$ cat config.mk
export PLATFORM = sky130hd
export DESIGN_NAME = autoreload_pwm_compare_regs
export DESIGN_NICKNAME = d
export VERILOG_FILES = /design/src/common/pwm_regs_pkg.sv /design/src/logic/autoreload_pwm_compare_regs.sv /design/src/logic/count_tick_gen.sv
export SDC_FILE = /design/constraint.sdc
export NUM_CORES = 1
export LEC_CHECK = 0
export BUFFER_PORTS_ARGS = -buffer_cell sky130_fd_sc_hd__buf_2
export CORE_MARGIN = 1
export CORE_UTILIZATION = 40
export CTS_CLUSTER_DIAMETER = 60
export CTS_CLUSTER_SIZE = 8
export DETAILED_ROUTE_END_ITERATION = 16
export PLACE_DENSITY = 0.74
export SLEW_MARGIN = 10
export SYNTH_ARGS = -nofsm -noshare
export SYNTH_HDL_FRONTEND = slang
export SYNTH_SLANG_ARGS = --single-unit
$ cat constraint.sdc
create_clock -name clk -period 2 [get_ports clk]
set_clock_uncertainty 0.05 [all_clocks]
set_input_delay 0.2 -clock clk [delete_from_list [all_inputs] [get_ports clk]]
set_output_delay 0.2 -clock clk [all_outputs]
set_load 0.1 [all_outputs]
$ cat src/common/pwm_regs_pkg.sv
package pwm_regs_pkg;

    // ==========================================================
    // Register indices (byte address is four times the index)
    // ==========================================================
    localparam logic [7:0] IDX_TIMER_CTRL_STATUS = 8'h0d;
    localparam logic [7:0] IDX_COUNTER_HIGH = 8'h0e;
    localparam logic [7:0] IDX_COUNTER_LOW = 8'h0f;
    localparam logic [7:0] IDX_RELOAD_HIGH = 8'h10;
    localparam logic [7:0] IDX_RELOAD_LOW = 8'h11;
    localparam logic [7:0] IDX_OUTPUT_CONTROL = 8'h12;
    localparam logic [7:0] IDX_CHANNEL_CTRL_STATUS = 8'h13;
    localparam logic [7:0] IDX_DUTY_HIGH = 8'h17;
    localparam logic [7:0] IDX_DUTY_LOW = 8'h18;

    // ==========================================================
    // Field positions and reset values
    // ==========================================================
    localparam int TCS_CLK_SEL_LSB = 3;
    localparam int TCS_OVERFLOW_FLAG = 2;
    localparam int TCS_OVERFLOW_IRQ_EN = 1;
    localparam int TCS_COMPARE_IRQ_EN = 0;
    localparam int CCS_POLARITY = 1;
    localparam int CCS_COMPARE_FLAG = 0;
    localparam int OC_OUTPUT_ENABLE = 0;
    localparam logic [7:0] REG_RESET = 8'h00;
    localparam logic [11:0] COUNT_RESET = 12'h000;
    localparam logic [11:0] COUNT_MAX = 12'hfff;
    localparam logic [11:0] COMPARE_OFF = 12'h000;

    // ==========================================================
    // Counter clock selection codes
    // ==========================================================
    localparam logic [1:0] CLK_SEL_OFF = 2'h0;
    localparam logic [1:0] CLK_SEL_LITE = 2'h1;
    localparam logic [1:0] CLK_SEL_CPU = 2'h2;

    // ==========================================================
    // Timing
    // ==========================================================
    localparam int CLK_PERIOD_PS = 5000;
    localparam int LITE_PERIOD_US = 1000;
    localparam int LITE_TICK_CYCLES = (LITE_PERIOD_US * 1000000) / CLK_PERIOD_PS;

    // ==========================================================
    // Carriers
    // ==========================================================
    typedef struct packed {
        logic [7:0] paddr;
        logic psel;
        logic penable;
        logic pwrite;
        logic [31:0] pwdata;
    } apb_req_s;

    typedef struct packed {
        logic [31:0] prdata;
        logic pready;
        logic pslverr;
    } apb_rsp_s;

    typedef struct packed {
        logic out;
        logic oe_n;
    } pin_s;

    typedef enum logic {CMP_RUN, CMP_LOCKED} cmp_state_e;

endpackage

$ cat src/logic/autoreload_pwm_compare_regs.sv
`timescale 1ns/1ps
`default_nettype none
module autoreload_pwm_compare_regs #(
    parameter int LITE_CYCLES = pwm_regs_pkg::LITE_TICK_CYCLES
) (
    // Clock and reset
    input wire logic clk,
    input wire logic rst_n,
    // APB slave
    input wire pwm_regs_pkg::apb_req_s apb_req,
    output pwm_regs_pkg::apb_rsp_s apb_rsp,
    // Channel pin
    output pwm_regs_pkg::pin_s pin
);
    import pwm_regs_pkg::*;

    // ==========================================================
    // Register storage
    // ==========================================================
    logic [1:0] clk_sel;
    logic overflow_flag;
    logic overflow_irq_enable;
    logic compare_irq_enable;
    logic [3:0] reload_high;
    logic [7:0] reload_low;
    logic channel_output_enable;
    logic output_polarity;
    logic compare_flag;
    logic [3:0] duty_high;
    logic [7:0] duty_low;
    logic [11:0] upcounter_value;
    logic [11:0] shadow_duty;
    logic pwm_level;
    logic counted;
    logic overflow_evt;
    cmp_state_e cmp_state;
    logic tick;

    // ==========================================================
    // Address decode
    // ==========================================================
    function automatic logic at_index(input logic [7:0] addr, input logic [7:0] idx);
        return addr == 8'(idx << 2);
    endfunction

    wire [7:0] a = apb_req.paddr;
    wire setup = apb_req.psel && !apb_req.penable;
    wire access = apb_req.psel && apb_req.penable && apb_rsp.pready;
    wire wr = access && apb_req.pwrite;
    wire rd = access && !apb_req.pwrite;
    wire [7:0] wd = apb_req.pwdata[7:0];
    wire hit_tcs = at_index(a, IDX_TIMER_CTRL_STATUS);
    wire hit_cnth = at_index(a, IDX_COUNTER_HIGH);
    wire hit_cntl = at_index(a, IDX_COUNTER_LOW);
    wire hit_rlh = at_index(a, IDX_RELOAD_HIGH);
    wire hit_rll = at_index(a, IDX_RELOAD_LOW);
    wire hit_oc = at_index(a, IDX_OUTPUT_CONTROL);
    wire hit_ccs = at_index(a, IDX_CHANNEL_CTRL_STATUS);
    wire hit_dh = at_index(a, IDX_DUTY_HIGH);
    wire hit_dl = at_index(a, IDX_DUTY_LOW);
    wire mapped = hit_tcs || hit_cnth || hit_cntl || hit_rlh || hit_rll || hit_oc || hit_ccs || hit_dh || hit_dl;

    // ==========================================================
    // Assembled values
    // ==========================================================
    wire [11:0] reload_value = {reload_high, reload_low};
    wire [11:0] duty_value = {duty_high, duty_low};
    wire pwm_mode = channel_output_enable;
    // PWM compares with the shadow; compare mode uses the live value
    wire [11:0] cmp_value = pwm_mode ? shadow_duty : duty_value;
    wire cmp_locked = (cmp_state == CMP_LOCKED);
    // Zero compare value disables compare mode; matches the reset value
    wire cmp_allowed = pwm_mode || (duty_value != COMPARE_OFF);
    wire match = counted && !cmp_locked && cmp_allowed && (upcounter_value == cmp_value);

    // Read multiplexer; reserved bits stay zero
    wire [7:0] tcs_rd = {3'h0, clk_sel, overflow_flag, overflow_irq_enable, compare_irq_enable};
    wire [7:0] ccs_rd = {6'h00, output_polarity, compare_flag};
    wire [7:0] rd_byte = hit_tcs ? tcs_rd :
                         hit_cnth ? {4'h0, upcounter_value[11:8]} :
                         hit_cntl ? upcounter_value[7:0] :
                         hit_rlh ? {4'h0, reload_high} :
                         hit_rll ? reload_low :
                         hit_oc ? {7'h00, channel_output_enable} :
                         hit_ccs ? ccs_rd :
                         hit_dh ? {4'h0, duty_high} :
                         hit_dl ? duty_low : 8'h00;

    // Flags cleared only for bits the read actually returned, so a set
    // that lands between setup and access survives
    wire clr_ovf = rd && hit_tcs && apb_rsp.prdata[TCS_OVERFLOW_FLAG];
    wire clr_cmp = rd && hit_ccs && apb_rsp.prdata[CCS_COMPARE_FLAG];
    wire next_overflow_flag = overflow_evt || (overflow_flag && !clr_ovf);
    wire next_compare_flag = match || (compare_flag && !clr_cmp);
    wire wrap = tick && (upcounter_value == COUNT_MAX);
    wire [11:0] next_count = wrap ? reload_value : 12'(upcounter_value + 1'b1);

    // ==========================================================
    // APB response: one access cycle, registered
    // ==========================================================
    always_ff @(posedge clk or negedge rst_n) begin
        if (!rst_n) begin
            apb_rsp <= '0;
        end else begin
            apb_rsp.pready <= setup;
            apb_rsp.pslverr <= setup && !mapped;
            apb_rsp.prdata <= (setup && !apb_req.pwrite) ? {24'h000000, rd_byte} : 32'h00000000;
        end
    end

    // ==========================================================
    // Software written fields
    // ==========================================================
    // Writes to counter registers and reserved bits have no target
    always_ff @(posedge clk or negedge rst_n) begin
        if (!rst_n) begin
            clk_sel <= 2'h0;
            overflow_irq_enable <= 1'b0;
            compare_irq_enable <= 1'b0;
            reload_high <= 4'h0;
            reload_low <= REG_RESET;
            channel_output_enable <= 1'b0;
            output_polarity <= 1'b0;
            duty_high <= 4'h0;
            duty_low <= REG_RESET;
        end else if (wr) begin
            if (hit_tcs) begin
                clk_sel <= wd[TCS_CLK_SEL_LSB +: 2];
                overflow_irq_enable <= wd[TCS_OVERFLOW_IRQ_EN];
                compare_irq_enable <= wd[TCS_COMPARE_IRQ_EN];
            end
            if (hit_rlh) begin
                reload_high <= wd[3:0];
            end
            if (hit_rll) begin
                reload_low <= wd;
            end
            if (hit_oc) begin
                channel_output_enable <= wd[OC_OUTPUT_ENABLE];
            end
            if (hit_ccs) begin
                output_polarity <= wd[CCS_POLARITY];
            end
            if (hit_dh) begin
                duty_high <= wd[3:0];
            end
            if (hit_dl) begin
                duty_low <= wd;
            end
        end
    end

    // ==========================================================
    // Compare lock: high byte write suspends, low byte resumes
    // ==========================================================
    always_ff @(posedge clk or negedge rst_n) begin
        if (!rst_n) begin
            cmp_state <= CMP_RUN;
        end else begin
            unique case (cmp_state)
                CMP_RUN: if (wr && hit_dh) cmp_state <= CMP_LOCKED;
                CMP_LOCKED: if (wr && hit_dl) cmp_state <= CMP_RUN;
            endcase
        end
    end

    // ==========================================================
    // Counter clock and upcounter
    // ==========================================================
    count_tick_gen #(
        .LITE_CYCLES(LITE_CYCLES)
    ) u_tick (
        .clk(clk),
        .rst_n(rst_n),
        .clk_sel(clk_sel),
        .tick(tick)
    );

    // Counted marks the cycle after an advance, so a match is seen once
    // even when the slow timebase holds the counter for many cycles
    always_ff @(posedge clk or negedge rst_n) begin
        if (!rst_n) begin
            upcounter_value <= COUNT_RESET;
            counted <= 1'b0;
            overflow_evt <= 1'b0;
        end else begin
            if (tick) begin
                upcounter_value <= next_count;
            end
            counted <= tick;
            overflow_evt <= wrap;
        end
    end

    // ==========================================================
    // Flags, shadow duty and waveform
    // ==========================================================
    always_ff @(posedge clk or negedge rst_n) begin
        if (!rst_n) begin
            overflow_flag <= 1'b0;
            compare_flag <= 1'b0;
        end else begin
            overflow_flag <= next_overflow_flag;
            compare_flag <= next_compare_flag;
        end
    end

    // Shadow is loaded every overflow, even half written; low wins over
    // high so duty equal to reload gives a flat low signal
    always_ff @(posedge clk or negedge rst_n) begin
        if (!rst_n) begin
            shadow_duty <= COMPARE_OFF;
            pwm_level <= 1'b0;
        end else begin
            if (overflow_evt) begin
                shadow_duty <= duty_value;
            end
            if (pwm_mode && match) begin
                pwm_level <= 1'b0;
            end else if (pwm_mode && overflow_evt) begin
                pwm_level <= 1'b1;
            end
        end
    end

    // Pin: enable is active low, out is polarity applied
    always_ff @(posedge clk or negedge rst_n) begin
        if (!rst_n) begin
            pin <= '{out: 1'b0, oe_n: 1'b1};
        end else begin
            pin.out <= pwm_level ^ output_polarity;
            pin.oe_n <= !channel_output_enable;
        end
    end

    // ==========================================================
    // Checks
    // ==========================================================
    AST_DUTY_HIGH_NIBBLE: assert property (@(posedge clk) disable iff (!rst_n)
        wr && hit_dh |=> duty_value[11:8] == $past(apb_req.pwdata[3:0]))
        else $error("duty high nibble not stored");

    AST_PWM_GOES_HIGH: assert property (@(posedge clk) disable iff (!rst_n)
        pwm_mode && overflow_evt && !match |=> pwm_level)
        else $error("pwm level not raised at overflow");

    AST_OC_USES_LIVE: assert property (@(posedge clk) disable iff (!rst_n)
        !pwm_mode |-> cmp_value == duty_value)
        else $error("compare mode not using duty value");

    AST_POLARITY_OUT: assert property (@(posedge clk) disable iff (!rst_n)
        ##1 pin.out == ($past(pwm_level) ^ $past(output_polarity)))
        else $error("pin level ignores polarity");

    AST_FLAG_ON_MATCH: assert property (@(posedge clk) disable iff (!rst_n)
        match |=> compare_flag ##1 (compare_flag || $past(clr_cmp)))
        else $error("compare flag not held after match");

    AST_FLAG_READ_CLEAR: assert property (@(posedge clk) disable iff (!rst_n)
        clr_cmp && !match |=> !compare_flag)
        else $error("compare flag not cleared by read");

    AST_PIN_ENABLE: assert property (@(posedge clk) disable iff (!rst_n)
        $rose(channel_output_enable) |=> !pin.oe_n)
        else $error("pin not handed to channel");

    AST_RESERVED_ZERO: assert property (@(posedge clk) disable iff (!rst_n)
        apb_rsp.pready |-> apb_rsp.prdata[31:8] == 24'h000000 && (!hit_ccs || apb_rsp.prdata[7:2] == 6'h00))
        else $error("reserved bits read nonzero");

    AST_RELOAD_ON_WRAP: assert property (@(posedge clk) disable iff (!rst_n)
        wrap |=> upcounter_value == $past(reload_value) ##1 overflow_flag)
        else $error("counter not reloaded at wrap");

    AST_SHADOW_LOAD: assert property (@(posedge clk) disable iff (!rst_n)
        overflow_evt |=> shadow_duty == $past(duty_value))
        else $error("shadow not loaded at overflow");

    AST_PWM_GOES_LOW: assert property (@(posedge clk) disable iff (!rst_n)
        pwm_mode && match |=> !pwm_level ##1 pin.out == $past(output_polarity))
        else $error("pwm level not dropped on match");

    AST_LOCK_HOLDS: assert property (@(posedge clk) disable iff (!rst_n)
        wr && hit_dh |=> (cmp_locked && !match)[*2])
        else $error("compare ran while suspended");

    AST_COUNTER_RO: assert property (@(posedge clk) disable iff (!rst_n)
        wr && (hit_cntl || hit_cnth) && !tick |=> $stable(upcounter_value))
        else $error("counter changed by write");

    AST_READY_AFTER_SETUP: assert property (@(posedge clk) disable iff (!rst_n)
        setup |=> apb_rsp.pready)
        else $error("no ready after setup");

    AST_READY_ONE_CYCLE: assert property (@(posedge clk) disable iff (!rst_n)
        apb_rsp.pready && apb_req.penable |=> !apb_rsp.pready)
        else $error("ready held past access");

    AST_UNMAPPED_ERROR: assert property (@(posedge clk) disable iff (!rst_n)
        setup && !mapped |=> apb_rsp.pslverr && apb_rsp.prdata == 32'h00000000)
        else $error("unmapped access not refused");

    AST_OVF_SET: assert property (@(posedge clk) disable iff (!rst_n)
        overflow_evt |=> overflow_flag)
        else $error("overflow flag not set");

    AST_OVF_READ_CLEAR: assert property (@(posedge clk) disable iff (!rst_n)
        clr_ovf && !overflow_evt |=> !overflow_flag)
        else $error("overflow flag not cleared by read");

    AST_COUNT_STEP: assert property (@(posedge clk) disable iff (!rst_n)
        tick && !wrap |=> upcounter_value == $past(upcounter_value) + 12'h001)
        else $error("counter did not step by one");

    AST_COUNT_HOLD: assert property (@(posedge clk) disable iff (!rst_n)
        !tick |=> $stable(upcounter_value))
        else $error("counter moved without a tick");

    AST_OC_NO_WAVE: assert property (@(posedge clk) disable iff (!rst_n)
        !pwm_mode |=> $stable(pwm_level))
        else $error("waveform moved in compare mode");

    AST_OC_ZERO_OFF: assert property (@(posedge clk) disable iff (!rst_n)
        !pwm_mode && duty_value == COMPARE_OFF |-> !match)
        else $error("compare ran with zero duty value");

    AST_SHADOW_HOLD: assert property (@(posedge clk) disable iff (!rst_n)
        !overflow_evt |=> $stable(shadow_duty))
        else $error("shadow changed between overflows");

    AST_LOCK_RELEASE: assert property (@(posedge clk) disable iff (!rst_n)
        cmp_locked && wr && hit_dl |=> !cmp_locked)
        else $error("low byte write did not resume compare");

    AST_PIN_RELEASE: assert property (@(posedge clk) disable iff (!rst_n)
        !channel_output_enable |=> pin.oe_n)
        else $error("pin driven while disabled");

    AST_COUNT_READ: assert property (@(posedge clk) disable iff (!rst_n)
        setup && !apb_req.pwrite && hit_cntl |=> apb_rsp.prdata[7:0] == $past(upcounter_value[7:0]))
        else $error("counter low read not live");

endmodule
`default_nettype wire

$ cat src/logic/count_tick_gen.sv
`timescale 1ns/1ps
`default_nettype none
module count_tick_gen #(
    parameter int LITE_CYCLES = pwm_regs_pkg::LITE_TICK_CYCLES
) (
    // Clock and reset
    input wire logic clk,
    input wire logic rst_n,
    // Selection
    input wire logic [1:0] clk_sel,
    // Counter advance pulse
    output logic tick
);
    import pwm_regs_pkg::*;

    // ==========================================================
    // Prescaler for the slow timebase
    // ==========================================================
    localparam int DW = $clog2(LITE_CYCLES + 1);
    localparam logic [DW-1:0] DIV_LAST = DW'(LITE_CYCLES - 1);

    logic [DW-1:0] div;
    wire div_wrap = (div == DIV_LAST);
    wire [DW-1:0] next_div = div_wrap ? '0 : DW'(div + 1'b1);
    wire next_tick = (clk_sel == CLK_SEL_CPU) || ((clk_sel == CLK_SEL_LITE) && div_wrap);

    // Divider runs free so a selection change needs no restart
    always_ff @(posedge clk or negedge rst_n) begin
        if (!rst_n) begin
            div <= '0;
            tick <= 1'b0;
        end else begin
            div <= next_div;
            tick <= next_tick;
        end
    end

endmodule
`default_nettype wire

==> key figures <==
Floorplanning
  – Row Count: 39
  – Top-level I/O count: 81
  – Die W: 110 µm
  – Initial core utilization: 41.2%
  – DIE HEIGHT: 110 µm
  – Core area: 11,400 µm²
  – Die area: 12,200 µm²

Drt
  – Detailed-route via count: 3,646
  – Wire length per cell: 17.3 µm
  – Vias per cell: 5.56
  – DRC viols: 0
  – Wirelength, routed: 11,400 µm
  – Initial DRC count: 248
  – Number of routed nets with antenna violations: 0
  – Drt pass-1 iters: 5

GRT
  – Largest net degree at the start of global routing: 48
  – All-Layer GR Usage: 20.6%
  – Overflow left after global routing: 0
  – Vias in the first global route: 3,641
  – First-pass GRT wire length: 18,600 µm
  – Initial antenna violation count: 0

Synthesis
  – Post-synth EDFFs: 0
  – Synth area leaders: dfrtp_1 48%, mux2_2 10%, mux2i_1 3.8%
  – Post-synth top area cell: dfrtp_1
  – Register area share after synthesis: 48.5%
  – Synth Instances: 451
  – Yosys warns: 0
  – Distinct cells, synth: 52
  – Yosys reg bits: 91
  – Main synth FF type: dfrtp_1
  – Post-synth ARST share: 100%
  – Syn_area_per_cell: 10.4 µm²
  – Area of the mapped netlist: 4700 µm²
  – Top cell type's share of synthesized area: 47.9%

Clock network
  – Worst-Skew Late Latency: 0.35 ns
  – CTS tree: built
  – Num CTS Buffers: 9
  – Clock Pin Slew Worst Setup and Hold Paths: 0.06 ns
  – CTS Buffer Depth: 2
  – H-tree Lvls: 3
  – Clock Sinks: 91
  – Root buffer cell: clkbuf_16

STA
  – FMAX: 0.515 GHz
  – Worst Slack Setup Final: 0.0597 ns
  – Tcrit/Tclk final: 97.0%
  – Final setup vio count: 0
  – Post-layout minimum cycle time: 1.94 ns
  – Rel. slew slack: 58.0%
  – Sum of negative setup slack: 0 ns
  – Final Slew Violations: 0
  – Final Hold Fails: 0
  – RSZ-0062 raised after global routing: false
  – Actual slew at the worst max-slew pin: 0.630 ns

Critical path
  – Delay-heaviest family, CP: simple AND/OR/NAND/NOR gates
  – Buf+Inv Stages, Crit Path: 1
  – CP Data Arrival Time: 2.12 ns
  – Critical Path Sink Type: register
  – Critical path class: reg2reg
  – CP peak stage delay: 0.41 ns
  – CP cell instances: buf_12 -> mux2i_1 -> xnor2_1 -> nor4_1 -> nand4_1 -> o21ba_2
  – Slowest CP cell: dfrtp_1
  – Critical path startpoint category: register
  – Crit path required time: 2.18 ns
  – CP max FO: 15

Placed design
  – Dpl ws: -0.123 ns
  – IO Port Bufs: 32
  – DP HPWL: 8350 µm
  – Area of placed instances: 5190 µm²
  – Routability cong.: 0.941

Cells and area
  – Area grow syn2layout: 18.2%
  – Design area: 5550 µm²
  – Register Area: 2280 µm²
  – Share of layout cells above drive strength 1: 27.9%
  – Diodes inserted: 0
  – Fin nets: 555
  – Layout fillers: 1,034
  – Multi-input logic area: 2230 µm²
  – Util after Layout: 48.6%

Power and ir drop
  – Flop pwr share: 45.4%
  – Internal: 0.00302 W
  – Clk pwr share: 44.9%
  – Sw Ratio: 26.2%
  – Pwr dens: 737 nW/µm²
  – Logic gate share of total power: 9.7%
  – Leakage: 2.54 nW
  – VDD IR-drop max: 0.322 mV
  – Overall power: 0.00409 W
  – Sw Pwr: 0.00107 W

Flow run
  – Max cap viols: 0

Min path
  – Hold crit path type: in2reg

Status
  – Run status: complete, no violations
worst paths after layout:
path | endpoint | slack, ns | from | cells after the start
worst max-delay path | pwm_level$_DFFE_PN0P_ | 0.06 | channel_output_enable$_DFFE_PN0P_ | 6
worst min register to register | pin[1]$_DFF_PN0_ | 0.41 | pwm_level$_DFFE_PN0P_ | 1
max in group asynchronous | duty_high[3]$_DFFE_PN0P_ | 1.06 | rst_n | 3
min in group asynchronous | apb_rsp[0]$_DFF_PN0_ | 0.24 | rst_n | 2
worst max register to register | pwm_level$_DFFE_PN0P_ | 0.06 | channel_output_enable$_DFFE_PN0P_ | 6
worst min-delay path | reload_low[7]$_DFFE_PN0P_ | 0.06 | apb_req[7] | 2
flip-flops by register name, summed over array words and instances, names as in the netlist:
name,count
overflow_irq_enable,1
overflow_evt,1
reload_high,4
channel_output_enable,1
reload_low,8
counted,1
compare_irq_enable,1
cmp_locked,1
pwm_level,1
shadow_duty,12
compare_flag,1
duty_low,8
overflow_flag,1
u_tick.div,18
pin,2
upcounter_value,12
apb_rsp,10
u_tick.tick,1
output_polarity,1
clk_sel,2
duty_high,4
stage by stage:
| step | hold slack, ns | instances |
|---|---|---|
| finish | 0.0625 | 656 |
| global placement | 0.0736 | 638 |
| CTS | 0.0515 | 656 |
| global route | 0.0600 | 656 |
| floorplan | -0.146 | 474 |
| detailed placement | 0.0775 | 638 |
worst register-to-register path: cells and delay by family, from the launching register on:
family / cells / cell delay [ns]
AND/OR/NAND/NOR: 2 / 0.61
multiplexers: 1 / 0.23
flip-flops: 1 / 0.41
XOR/XNOR: 1 / 0.09
AO/OA/AOI/OAI: 1 / 0.26
buffers and inverters: 1 / 0.19
cell type report:
class,count,share of cell area [%]
clock buffer,9,4.06
clock inverter,7,1.78
inverter,9,0.608
multi-input combinational,327,40.2
sequential,91,41.1
tap,143,3.22
timing repair buffer,70,9.06
cells by family after synthesis:
group | after synthesis | synth area share [%]
multiplexers | 61 | 14.1
adder cells (fa/ha/maj) | 2 | 0.532
flip-flops | 91 | 48.5
AND/OR/NAND/NOR | 143 | 15.9
other | 1 | 0.0798
buffers and inverters | 56 | 6.52
AO/OA/AOI/OAI | 68 | 8.95
XOR/XNOR | 29 | 5.40
timing repair:
item | in CTS | in global routing
endpoints found under the hold margin | 24 | 0
resized for setup | 0 | 5
setup buffers | 0 | 0
hold buffers | 2 | 0
endpoints found under the setup margin | 0 | 8
Yosys cell counts, drive strengths merged, types with 8 or more instances:
library cell,n
o21ai,20
nor3,16
xnor2,20
dfrtp,90
xor2,9
buf,31
nand2,26
a21oi,24
nor2,31
nand3,22
mux2,43
nand4,9
inv,9
clkbuf,16
mux2i,18
nor4,8
placed cells by master, fill, tap and decap left out, drive strengths merged, types with 5 or more instances in the layout:
cell and count:
nand4 9, nor4 8, nor3 16, xnor2 20, dfrtp 90, buf 68, nand3 22, nand2b 6
inv 11, o21ai 20, nor2 31, mux2i 18, conb 24, a21oi 24, xor2 9, clkbuf 9
and3 5, mux2 43, nand2 26
per-layer routing:
layer | global-route usage, % | vias to the layer above | wire length [µm]
met4 | 10.5 | 0 | 347
met3 | 4.35 | 29 | 628
met1 | 25.3 | 1810 | 4920
met2 | 34.0 | 138 | 5480
li1 | - | 1669 | -
met5 | 0 | - | 0
power groups by stage:
stage                     combinational, W  clock, W  sequential (W)
after floorplan                   0.000298         0         0.00191
after global placement            0.000387         0         0.00189
after detailed placement          0.000393         0         0.00189
after CTS                         0.000397   0.00187         0.00186
after global routing              0.000424   0.00194         0.00186
final                             0.000397   0.00184         0.00186
(Power assumes the default switching activity.)
